--- config.mk ---
export PLATFORM = sky130hd
export DESIGN_NAME = iocd_decoder
export DESIGN_NICKNAME = d
export VERILOG_FILES = /design/src/verilog/iocd_pkg.sv /design/src/verilog/iocd_decoder.sv
export VERILOG_INCLUDE_DIRS = /design/src /design/src/verilog
export SDC_FILE = /design/constraint.sdc
export NUM_CORES = 1
export LEC_CHECK = 0
export BUFFER_PORTS_ARGS = -buffer_cell sky130_fd_sc_hd__buf_2
export CORE_UTILIZATION = 57
export CTS_CLUSTER_DIAMETER = 80
export DETAILED_ROUTE_END_ITERATION = 8
export PLACE_DENSITY = 0.85
export SETUP_SLACK_MARGIN = 0.05
export SLEW_MARGIN = 20
export SYNTH_ARGS = -nofsm -noshare
export SYNTH_HDL_FRONTEND = slang
export SYNTH_SLANG_ARGS = --single-unit
--- constraint.sdc ---
create_clock -name ref_clk_in -period 5.05 [get_ports ref_clk_in]
set_clock_uncertainty 0.1 [all_clocks]
set_input_delay 0 -clock ref_clk_in [delete_from_list [all_inputs] [get_ports ref_clk_in]]
set_output_delay 0 -clock ref_clk_in [all_outputs]
set_load 0.03 [all_outputs]
--- src/verilog/iocd_defines.svh ---
// Register offsets, field positions, reset values and command codes of the decoder
`ifndef IOCD_DEFINES_SVH
`define IOCD_DEFINES_SVH

// ************************************************************
// Register byte offsets
// ************************************************************
`define IOCD_ADDR_CMD    8'h00
`define IOCD_ADDR_CFG    8'h04
`define IOCD_ADDR_STAT   8'h08
`define IOCD_ADDR_PWR    8'h0c

// ************************************************************
// Field positions
// ************************************************************
`define IOCD_CC_MSB      15
`define IOCD_CC_LSB      8
`define IOCD_CFG_GW_BIT  0
`define IOCD_CFG_GWF_BIT 1
`define IOCD_CFG_HLF_BIT 2
`define IOCD_INEN_LSB    8
`define IOCD_NODE_LSB    8
`define IOCD_PWR_STRIDE  8

// ************************************************************
// Reset values
// ************************************************************
`define IOCD_CFG_RST     3'h0
`define IOCD_INEN_RST    6'h3f

// ************************************************************
// Control codes and data field encodings
// ************************************************************
`define IOCD_CC_BASELINE 8'h10
`define IOCD_CC_GW_FAIL  8'h11
`define IOCD_CC_HOST_TO  8'h12
`define IOCD_CC_SAMPLE   8'h13
`define IOCD_CC_SURVEY   8'h20
`define IOCD_CC_PWR_ALL  8'h30
`define IOCD_CC_PWR_1    8'h31
`define IOCD_CC_PWR_4    8'h34
`define IOCD_NODE_MAX    8'h38
`define IOCD_V_OFF       8'h00
`define IOCD_V_5         8'h05
`define IOCD_V_7         8'h07
`define IOCD_V_15        8'h0f
`define IOCD_V_20        8'h14
`define IOCD_V_24        8'h18

`endif

--- src/verilog/iocd_pkg.sv ---
// Types shared by the control command decoder
package iocd_pkg;

  // ************************************************************
  // Complete state of the decoder
  // ************************************************************
  typedef struct packed {
    logic [15:0] cmd;          // Last command word written
    logic        cfg_gw;       // Unit acts as the gateway
    logic        cfg_gwf_en;   // Gateway link failure enable
    logic        cfg_hlf_en;   // Host link failure enable
    logic [5:0]  in_en;        // Enabled input points 1..6
    logic [5:0]  gw_dflt;      // One-cycle default request, points 9..14
    logic        host_dflt;    // One-cycle default request, all outputs
    logic [5:0]  sample;       // One-cycle sample request, points 1..6
    logic        baseline;     // One-cycle baseline start
    logic        survey_act;   // Site survey running
    logic [5:0]  survey_node;  // Node in the survey
    logic        err_rep;      // Error report after suppression
    logic [3:0]  pwr_en;       // Switched power enables
    logic [19:0] pwr_volt;     // Four 5-bit voltage codes
    logic [31:0] rdata;        // Read data, one cycle after the strobe
  } iocd_state_t;

endpackage : iocd_pkg

--- src/verilog/iocd_decoder.sv ---
// Control command decoder with register port and decoded action outputs
//
// The plain strobed port and the register offsets were left to the implementer.
`timescale 1ns/1ps
`include "iocd_defines.svh"

module iocd_decoder #(
  parameter int NUM_INPUTS = 6
) (
  input  wire logic        ref_clk_in,
  input  wire logic        rst_b_in,
  input  wire logic [7:0]  addr_in,
  input  wire logic [31:0] wdata_in,
  input  wire logic        wr_in,
  input  wire logic        rd_in,
  input  wire logic        err_in,
  output logic      [31:0] rdata_out,
  output logic      [5:0]  gw_default_out,
  output logic             host_default_out,
  output logic      [5:0]  sample_req_out,
  output logic             baseline_out,
  output logic             survey_active_out,
  output logic      [5:0]  survey_node_out,
  output logic             err_report_out,
  output logic      [3:0]  pwr_en_out,
  output logic      [19:0] pwr_volt_out
);

  // ************************************************************
  // Elaboration checks
  // ************************************************************
  if (NUM_INPUTS != 6)
  begin : g_bad_inputs
    $error("iocd_decoder serves exactly six input points");
  end

  // ************************************************************
  // Decode helpers
  // ************************************************************
  // Only the six printed voltage encodings are legal
  function automatic logic volt_ok(input logic [7:0] d);
    volt_ok = (d == `IOCD_V_OFF) || (d == `IOCD_V_5) || (d == `IOCD_V_7) ||
              (d == `IOCD_V_15) || (d == `IOCD_V_20) || (d == `IOCD_V_24);
  endfunction : volt_ok

  iocd_pkg::iocd_state_t s_q;
  iocd_pkg::iocd_state_t s_d;

  logic       cmd_wr;
  logic [7:0] cc;
  logic [7:0] dat;

  // Command write and its two bytes
  // code and data split
  assign cmd_wr = wr_in && (addr_in == `IOCD_ADDR_CMD);
  assign cc     = wdata_in[`IOCD_CC_MSB:`IOCD_CC_LSB];
  assign dat    = wdata_in[7:0];

  // ************************************************************
  // Next state
  // ************************************************************
  // Pulses fall back to zero unless a command raises them this cycle
  always_comb
  begin
    s_d           = s_q;
    s_d.gw_dflt   = 6'h00;
    s_d.host_dflt = 1'b0;
    s_d.sample    = 6'h00;
    s_d.baseline  = 1'b0;
    s_d.rdata     = 32'h0000_0000;
    s_d.err_rep   = err_in && !s_q.survey_act;

    // Configuration writes
    if (wr_in && (addr_in == `IOCD_ADDR_CFG))
    begin
      s_d.cfg_gw     = wdata_in[`IOCD_CFG_GW_BIT];
      s_d.cfg_gwf_en = wdata_in[`IOCD_CFG_GWF_BIT];
      s_d.cfg_hlf_en = wdata_in[`IOCD_CFG_HLF_BIT];
      s_d.in_en      = wdata_in[`IOCD_INEN_LSB +: 6];
    end

    // Command decode; the word is always kept in cmd, anything not matched below changes nothing else
    if (cmd_wr)
    begin
      s_d.cmd = wdata_in[15:0];
      case (cc)
        `IOCD_CC_BASELINE:
        begin
          if (dat == 8'h00)
            s_d.baseline = 1'b1;
        end
        `IOCD_CC_GW_FAIL:
        begin
          if (s_q.cfg_gwf_en)
            s_d.gw_dflt = dat[5:0];
        end
        `IOCD_CC_HOST_TO:
        begin
          if (s_q.cfg_hlf_en && (dat == 8'h00))
            s_d.host_dflt = 1'b1;
        end
        `IOCD_CC_SAMPLE:
        begin
          s_d.sample = dat[5:0] & s_q.in_en;
        end
        `IOCD_CC_SURVEY:
        begin
          if (s_q.cfg_gw)
          begin
            if (dat == 8'h00)
            begin
              s_d.survey_act  = 1'b0;
              s_d.survey_node = 6'h00;
            end
            else if ((dat <= `IOCD_NODE_MAX) &&
                     (!s_q.survey_act || (s_q.survey_node == dat[5:0])))
            begin
              s_d.survey_act  = 1'b1;
              s_d.survey_node = dat[5:0];
            end
          end
        end
        default:
        begin
          // A bad voltage code drops the whole command, so no rail sees half a setting
          // switched power voltage
          if ((cc >= `IOCD_CC_PWR_ALL) && (cc <= `IOCD_CC_PWR_4) && volt_ok(dat))
          begin
            for (int i = 0; i < 4; i++)
            begin
              if ((cc == `IOCD_CC_PWR_ALL) || (cc == (`IOCD_CC_PWR_1 + 8'(i))))
              begin
                s_d.pwr_en[i]         = (dat != `IOCD_V_OFF);
                s_d.pwr_volt[5*i +: 5] = dat[4:0];
              end
            end
          end
        end
      endcase
    end

    // Reads have no side effects, so a polling host never disturbs a survey
    // Read answers; unmapped addresses read zero
    if (rd_in)
    begin
      if (addr_in == `IOCD_ADDR_CMD)
        s_d.rdata = {16'h0000, s_q.cmd};
      else if (addr_in == `IOCD_ADDR_CFG)
        s_d.rdata = {18'h00000, s_q.in_en, 5'h00, s_q.cfg_hlf_en,
                     s_q.cfg_gwf_en, s_q.cfg_gw};
      else if (addr_in == `IOCD_ADDR_STAT)
        s_d.rdata = {18'h00000, s_q.survey_node, 7'h00, s_q.survey_act};
      else if (addr_in == `IOCD_ADDR_PWR)
      begin
        for (int i = 0; i < 4; i++)
          s_d.rdata[`IOCD_PWR_STRIDE*i +: 8] = {3'h0, s_q.pwr_volt[5*i +: 5]};
      end
    end
  end

  // ************************************************************
  // State register
  // ************************************************************
  always_ff @(posedge ref_clk_in or negedge rst_b_in)
  begin
    if (!rst_b_in)
    begin
      s_q            <= '0;
      s_q.in_en      <= `IOCD_INEN_RST;
      {s_q.cfg_hlf_en, s_q.cfg_gwf_en, s_q.cfg_gw} <= `IOCD_CFG_RST;
    end
    else
      s_q <= s_d;
  end

  // Outputs come straight from the state flops
  assign rdata_out         = s_q.rdata;
  assign gw_default_out    = s_q.gw_dflt;
  assign host_default_out  = s_q.host_dflt;
  assign sample_req_out    = s_q.sample;
  assign baseline_out      = s_q.baseline;
  assign survey_active_out = s_q.survey_act;
  assign survey_node_out   = s_q.survey_node;
  assign err_report_out    = s_q.err_rep;
  assign pwr_en_out        = s_q.pwr_en;
  assign pwr_volt_out      = s_q.pwr_volt;

  for (genvar g = 0; g < 4; g++)
  begin : g_pwr_chk

  end
endmodule : iocd_decoder

## Word level (Yosys, flattened, before mapping)

Index checks and enable logic that the tools add are counted.

| storage, ports and cells | value |
|---|---|
| register bits after elaboration | 103 |
| bits of input ports | 45 |
| output and inout bits | 78 |

| operators by class | value |
|---|---|
| order comparisons | 3 |
| eq/ne operators | 19 |
| mux-type cells | 17 |
| bitwise operators | 2 |
| reductions and logical operators | 28 |

Operator list:

| operator | number |
|---|---|
| $mux W29 | 5 |
| $eq A8 B5 Y1 const B | 6 |
| $eq A8 B6 Y1 const B | 6 |
| $mux W7 | 4 |
| $eq A8 B3 Y1 const B | 3 |
| $eq A8 B4 Y1 const B | 3 |
| $mux W21 | 1 |
| $reduce_and A4 Y1 | 5 |
| $mux W6 | 3 |
| $le A8 B6 Y1 const B | 2 |
| $logic_not A8 Y1 | 2 |
| $logic_or A1 B1 Y1 | 10 |
| $ge A8 B6 Y1 const B | 1 |
| $reduce_bool A8 Y1 | 1 |
| $logic_and A1 B1 Y1 | 7 |
| $and A6 B6 Y6 | 1 |
| $eq A6 B6 Y1 | 1 |
| $reduce_or A5 Y1 | 1 |
| $mux W1 | 4 |
| $reduce_bool A2 Y1 | 1 |
| $logic_not A1 Y1 | 1 |
| $not A1 Y1 | 1 |

## Logic depth before layout (Yosys ltp)

| logic depth | value |
|---|---|
| depth after elaboration | 8 |
| gate-level depth with buffers | 7 |

## Worst setup path after synthesis

OpenSTA, ideal clock, no wires.

| timing | value |
|---|---|
| path type | input-to-reg |
| start | in addr_in[5] |
| end | reg s_q, in the netlist pwr_en_out[0] |
| arrival | 1.826 ns |
| data required time | 4.825 ns |
| path slack | 2.998 ns |
| cell stages on the path | 6 |
| cell sequence | or4_4 nor3_4 nand3_2 or4_1 buf_4 mux2_4 |

| between the ends | value |
|---|---|
| cells in the longest elaborated chain, start to end | 3 |

Ends and longest elaborated chain:

| element | RTL line | source |
|---|---|---|
| from (decl) | iocd_decoder.sv:12 | `input wire logic [7:0] addr_in,` |
| $logic_not A8 Y1 (no line) | n/a |  |
| $logic_and A1 B1 Y1 | iocd_decoder.sv:55 | `` assign cmd_wr = wr_in && (addr_in == `IOCD_ADDR_CMD); `` |
| $reduce_and A4 Y1 (no line) | n/a |  |
| to (decl) | iocd_decoder.sv:46 | `iocd_pkg::iocd_state_t s_q;` |

Every way passes these cells.
A chain may end at the register's enable or synchronous reset.

## Worst setup path after layout

| timing | value |
|---|---|
| start | in addr_in[3] |
| end | reg s_q, in the netlist survey_node_out[5] |

Same word-level chain as after synthesis.

==> flow_metrics.py <==
metrics = {
    "worst_setup_path": {
        "slowest_stage": "or4b_4",
        "arrival_ps": 3000,
        "path_class": "primary input to flop",
        "path_cells": "dlygate4sd3_1 > buf_2 > nor3b_1 > or4b_4 > nor4_4 > o21ai_2 > mux2_2",
        "cp_num_buf_inv": 2,
        "crit_path_start_kind": "primary input",
        "cp_max_fo": 20,
        "cp-end-kind": "flop",
        "path_delay_family": "simple AND/OR/NAND/NOR gates",
        "critPathRequiredTime_ps": 5190,
        "slowest_delay_ps": 720,
    },
    "global_route": {
        "global_route.usage.met3_pct": 4.975,
        "grt_max_degree": 57,
        "met2_usage_pct": 39.68,
        "antenna_found_initial": 0,
        "grt_pass1_vias": 2889,
        "busiest_layer": "met2",
        "gr-usage-met1_pct": 28.83,
        "grt_pass1_wl_mm": 14.77,
        "gr-total-overflow": 0,
        "grt.total_usage_pct": 23.11,
    },
    "sta": {
        "maxSlewHeadroom_pct": 54.38,
        "finalHoldViolations": 0,
        "setup_viol": 0,
        "finalCritPeriodShare_pct": 56.58,
        "slew_violations": 0,
        "fin_crit_ps": 2857,
        "worstMarginPinSlew_ps": 681.7,
        "clock.fmax_mhz": 350.0,
        "whs_ps": 42.25,
        "rsz0062_at_grt": "no",
        "tns_ps": 0,
    },
    "power_and_ir_drop": {
        "p_sw_uw": 330.8,
        "swShare_pct": 24.46,
        "clock_power_share_pct": 33.8,
        "seqPwrFrac_pct": 58.7,
        "p_leak_uw": 0.002728,
        "internal_power_uw": 1022,
        "pwr-share-comb_pct": 7.5,
        "power_density_nw_per_um2": 266.3,
        "vdd_drop_max_uv": 209.4,
    },
    "final_layout": {
        "post_route_cells_drive_above_1_share_pct": 43.85,
        "fin_util_pct": 65.38,
        "final_common_cell": "buf_2",
        "stdcell_count": 533,
        "diodes": 0,
        "areaGrowthSynthToFinish_pct": 9.940,
        "fin_nets": 471,
        "fillCellCount": 598,
        "layout_common_cells": "buf_2 (99), dfrtp_1 (91), mux2_2 (42)",
        "fin_area_um2": 5079,
    },
    "yosys": {
        "syn_area_per_cell_um2": 12.32,
        "synthFlopType": "dfrtp_1",
        "ys_types": 44,
        "synth_edf_count": 0,
        "ys.warnings.count": 0,
        "synth_seq_cells": 97,
        "syn_inst": 375,
        "yosysSeqAreaShare_pct": 52.71,
        "syn_area_um2": 4619,
        "async_reset_ff_share_pct": 100.0,
    },
    "clock_network": {
        "cts_max_path_buffers": 2,
        "cts-root-buf": "clkbuf_8",
        "cts_tree": "done",
        "htree_levels": 3,
        "cts.clk_slew.worst_paths_ps": 90,
        "numCtsBuffers": 9,
        "insertion_delay_ps": 350,
        "cts_resized": 0,
        "cts.sinks": 97,
    },
    "routing": {
        "dr.pass1.iters": 4,
        "drt-initial-drc-count": 247,
        "vias": 2863,
        "detail_route.wl_per_cell_um": 17.50,
        "drc": 0,
        "wl_mm": 9.330,
        "final_antenna_net_count": 0,
        "via_per_inst": 5.371,
    },
    "die": {
        "placementRows": 32,
        "io_pins": 123,
        "die_w_um": 92.03,
        "die_area_um2": 8469,
        "fp.dieH_um": 92.03,
        "core_area_um2": 7767,
        "initial_core_util_pct": 59.47,
    },
    "placed_design": {
        "port_buffers": 100,
        "gp_congestion": 0.9297,
        "dp.cells": 493,
        "dp_hpwl_mm": 6.180,
        "dpl_cell_area_um2": 4649,
    },
    "run": {
        "cap_violations": 0,
    },
    "run_status": {
        "status": "finished, final reports clean",
    },
    "worst_hold_path": {
        "hp-class": "primary input to flop",
    },
}
state kept, by name (all words and copies together), names as in the netlist:
signal,cells
err_report_out,1
rdata_out,26
pwr_en_out,4
survey_node_out,6
gw_default_out,6
baseline_out,1
survey_active_out,1
s_q,25
pwr_volt_out,20
sample_req_out,6
host_default_out,1
routing by layer:
layer	share of wire, %	vias up
met1	42	1433
met3	6.0	13
met4	1.9	0
met2	50	125
li1	-	1292
met5	0	-
logic make-up after synthesis:
group	after synthesis	synth area share, %
simple gates	93	11.70
compound gates	19	3.575
mux	63	16.63
xor+xnor	7	1.327
buf+inv	95	13.98
other cells	1	0.08118
flops	97	52.71
per-stage QoR:
stage               setup WS [ps]  power [uW]
global route                 2065        1402
detailed placement           2340       896.6
CTS                          2264        1363
floorplan                    2998       855.2
finish                       2193        1352
global placement             2441       892.8
Yosys cell counts (2+ instances only):
master,n,area (um^2)
dfstp_2,6,157.7
mux2_4,12,180.2
xnor2_1,5,43.79
buf_4,76,570.6
dfrtp_1,91,2277
buf_1,2,7.510
xor2_1,2,17.52
clkbuf_1,9,33.78
nor4_1,3,18.77
and2_1,21,131.4
mux2_2,42,473.0
a211oi_1,4,30.03
nand2b_1,2,12.51
nor2b_1,2,12.51
nor3_1,6,30.03
and3_1,8,50.05
mux4_2,2,45.04
inv_1,5,18.77
or4_1,3,22.52
mux2i_1,7,70.07
a22o_1,2,17.52
nand2_1,9,33.78
nor2_1,23,86.33
nand4_1,2,12.51
a31oi_1,7,43.79
buf_2,3,15.01
nand3_1,4,20.02
worst register-to-register path, stage by stage (launching register included):
cell and delay (ps):
dfrtp_1 440, mux4_2 470, and3_1 190, dlygate4sd3_1 560
layout make-up:
cell class	count	area, um^2	share of cell area (%)
Tap cell	102	127.6	2.513
Clock buffer	11	141.4	2.784
Clock inverter	5	41.29	0.8130
Multi-Input combinational cell	188	1564	30.80
Sequential cell	97	2435	47.94
Timing Repair Buffer	125	750.7	14.78
Inverter	5	18.77	0.3695
power groups by stage:
stage	Clock [uW]	Sequential, uW	Combinational (uW)
floorplan	0	808	47.6
detailed placement	0	808	88.1
CTS	469	793	101
finish	458	793	101
global route	496	794	112
global placement	0	808	85.2
path summary, 6_finish.rpt:
path | startpoint | endpoint | slack (ps) | cells past startpoint
worst max-delay path | addr_in[3] | survey_node_out[5] | 2190 | 7
worst min-delay path | addr_in[1] | s_q[95] | 40 | 4
worst max register to register | survey_node_out[3] | rdata_out[11] | 3180 | 3
worst min register to register | s_q[93] | rdata_out[6] | 380 | 1
max in group asynchronous | rst_b_in | s_q[102] | 3700 | 3
min in group asynchronous | rst_b_in | rdata_out[25] | 60 | 2
what timing repair did:
| action | in CTS | in global routing |
|---|---|---|
| hold endpoints to repair | 79 | 0 |
| hold buffers | 24 | 0 |
| setup buffers | 0 | 0 |
(Power assumes the default switching activity.)
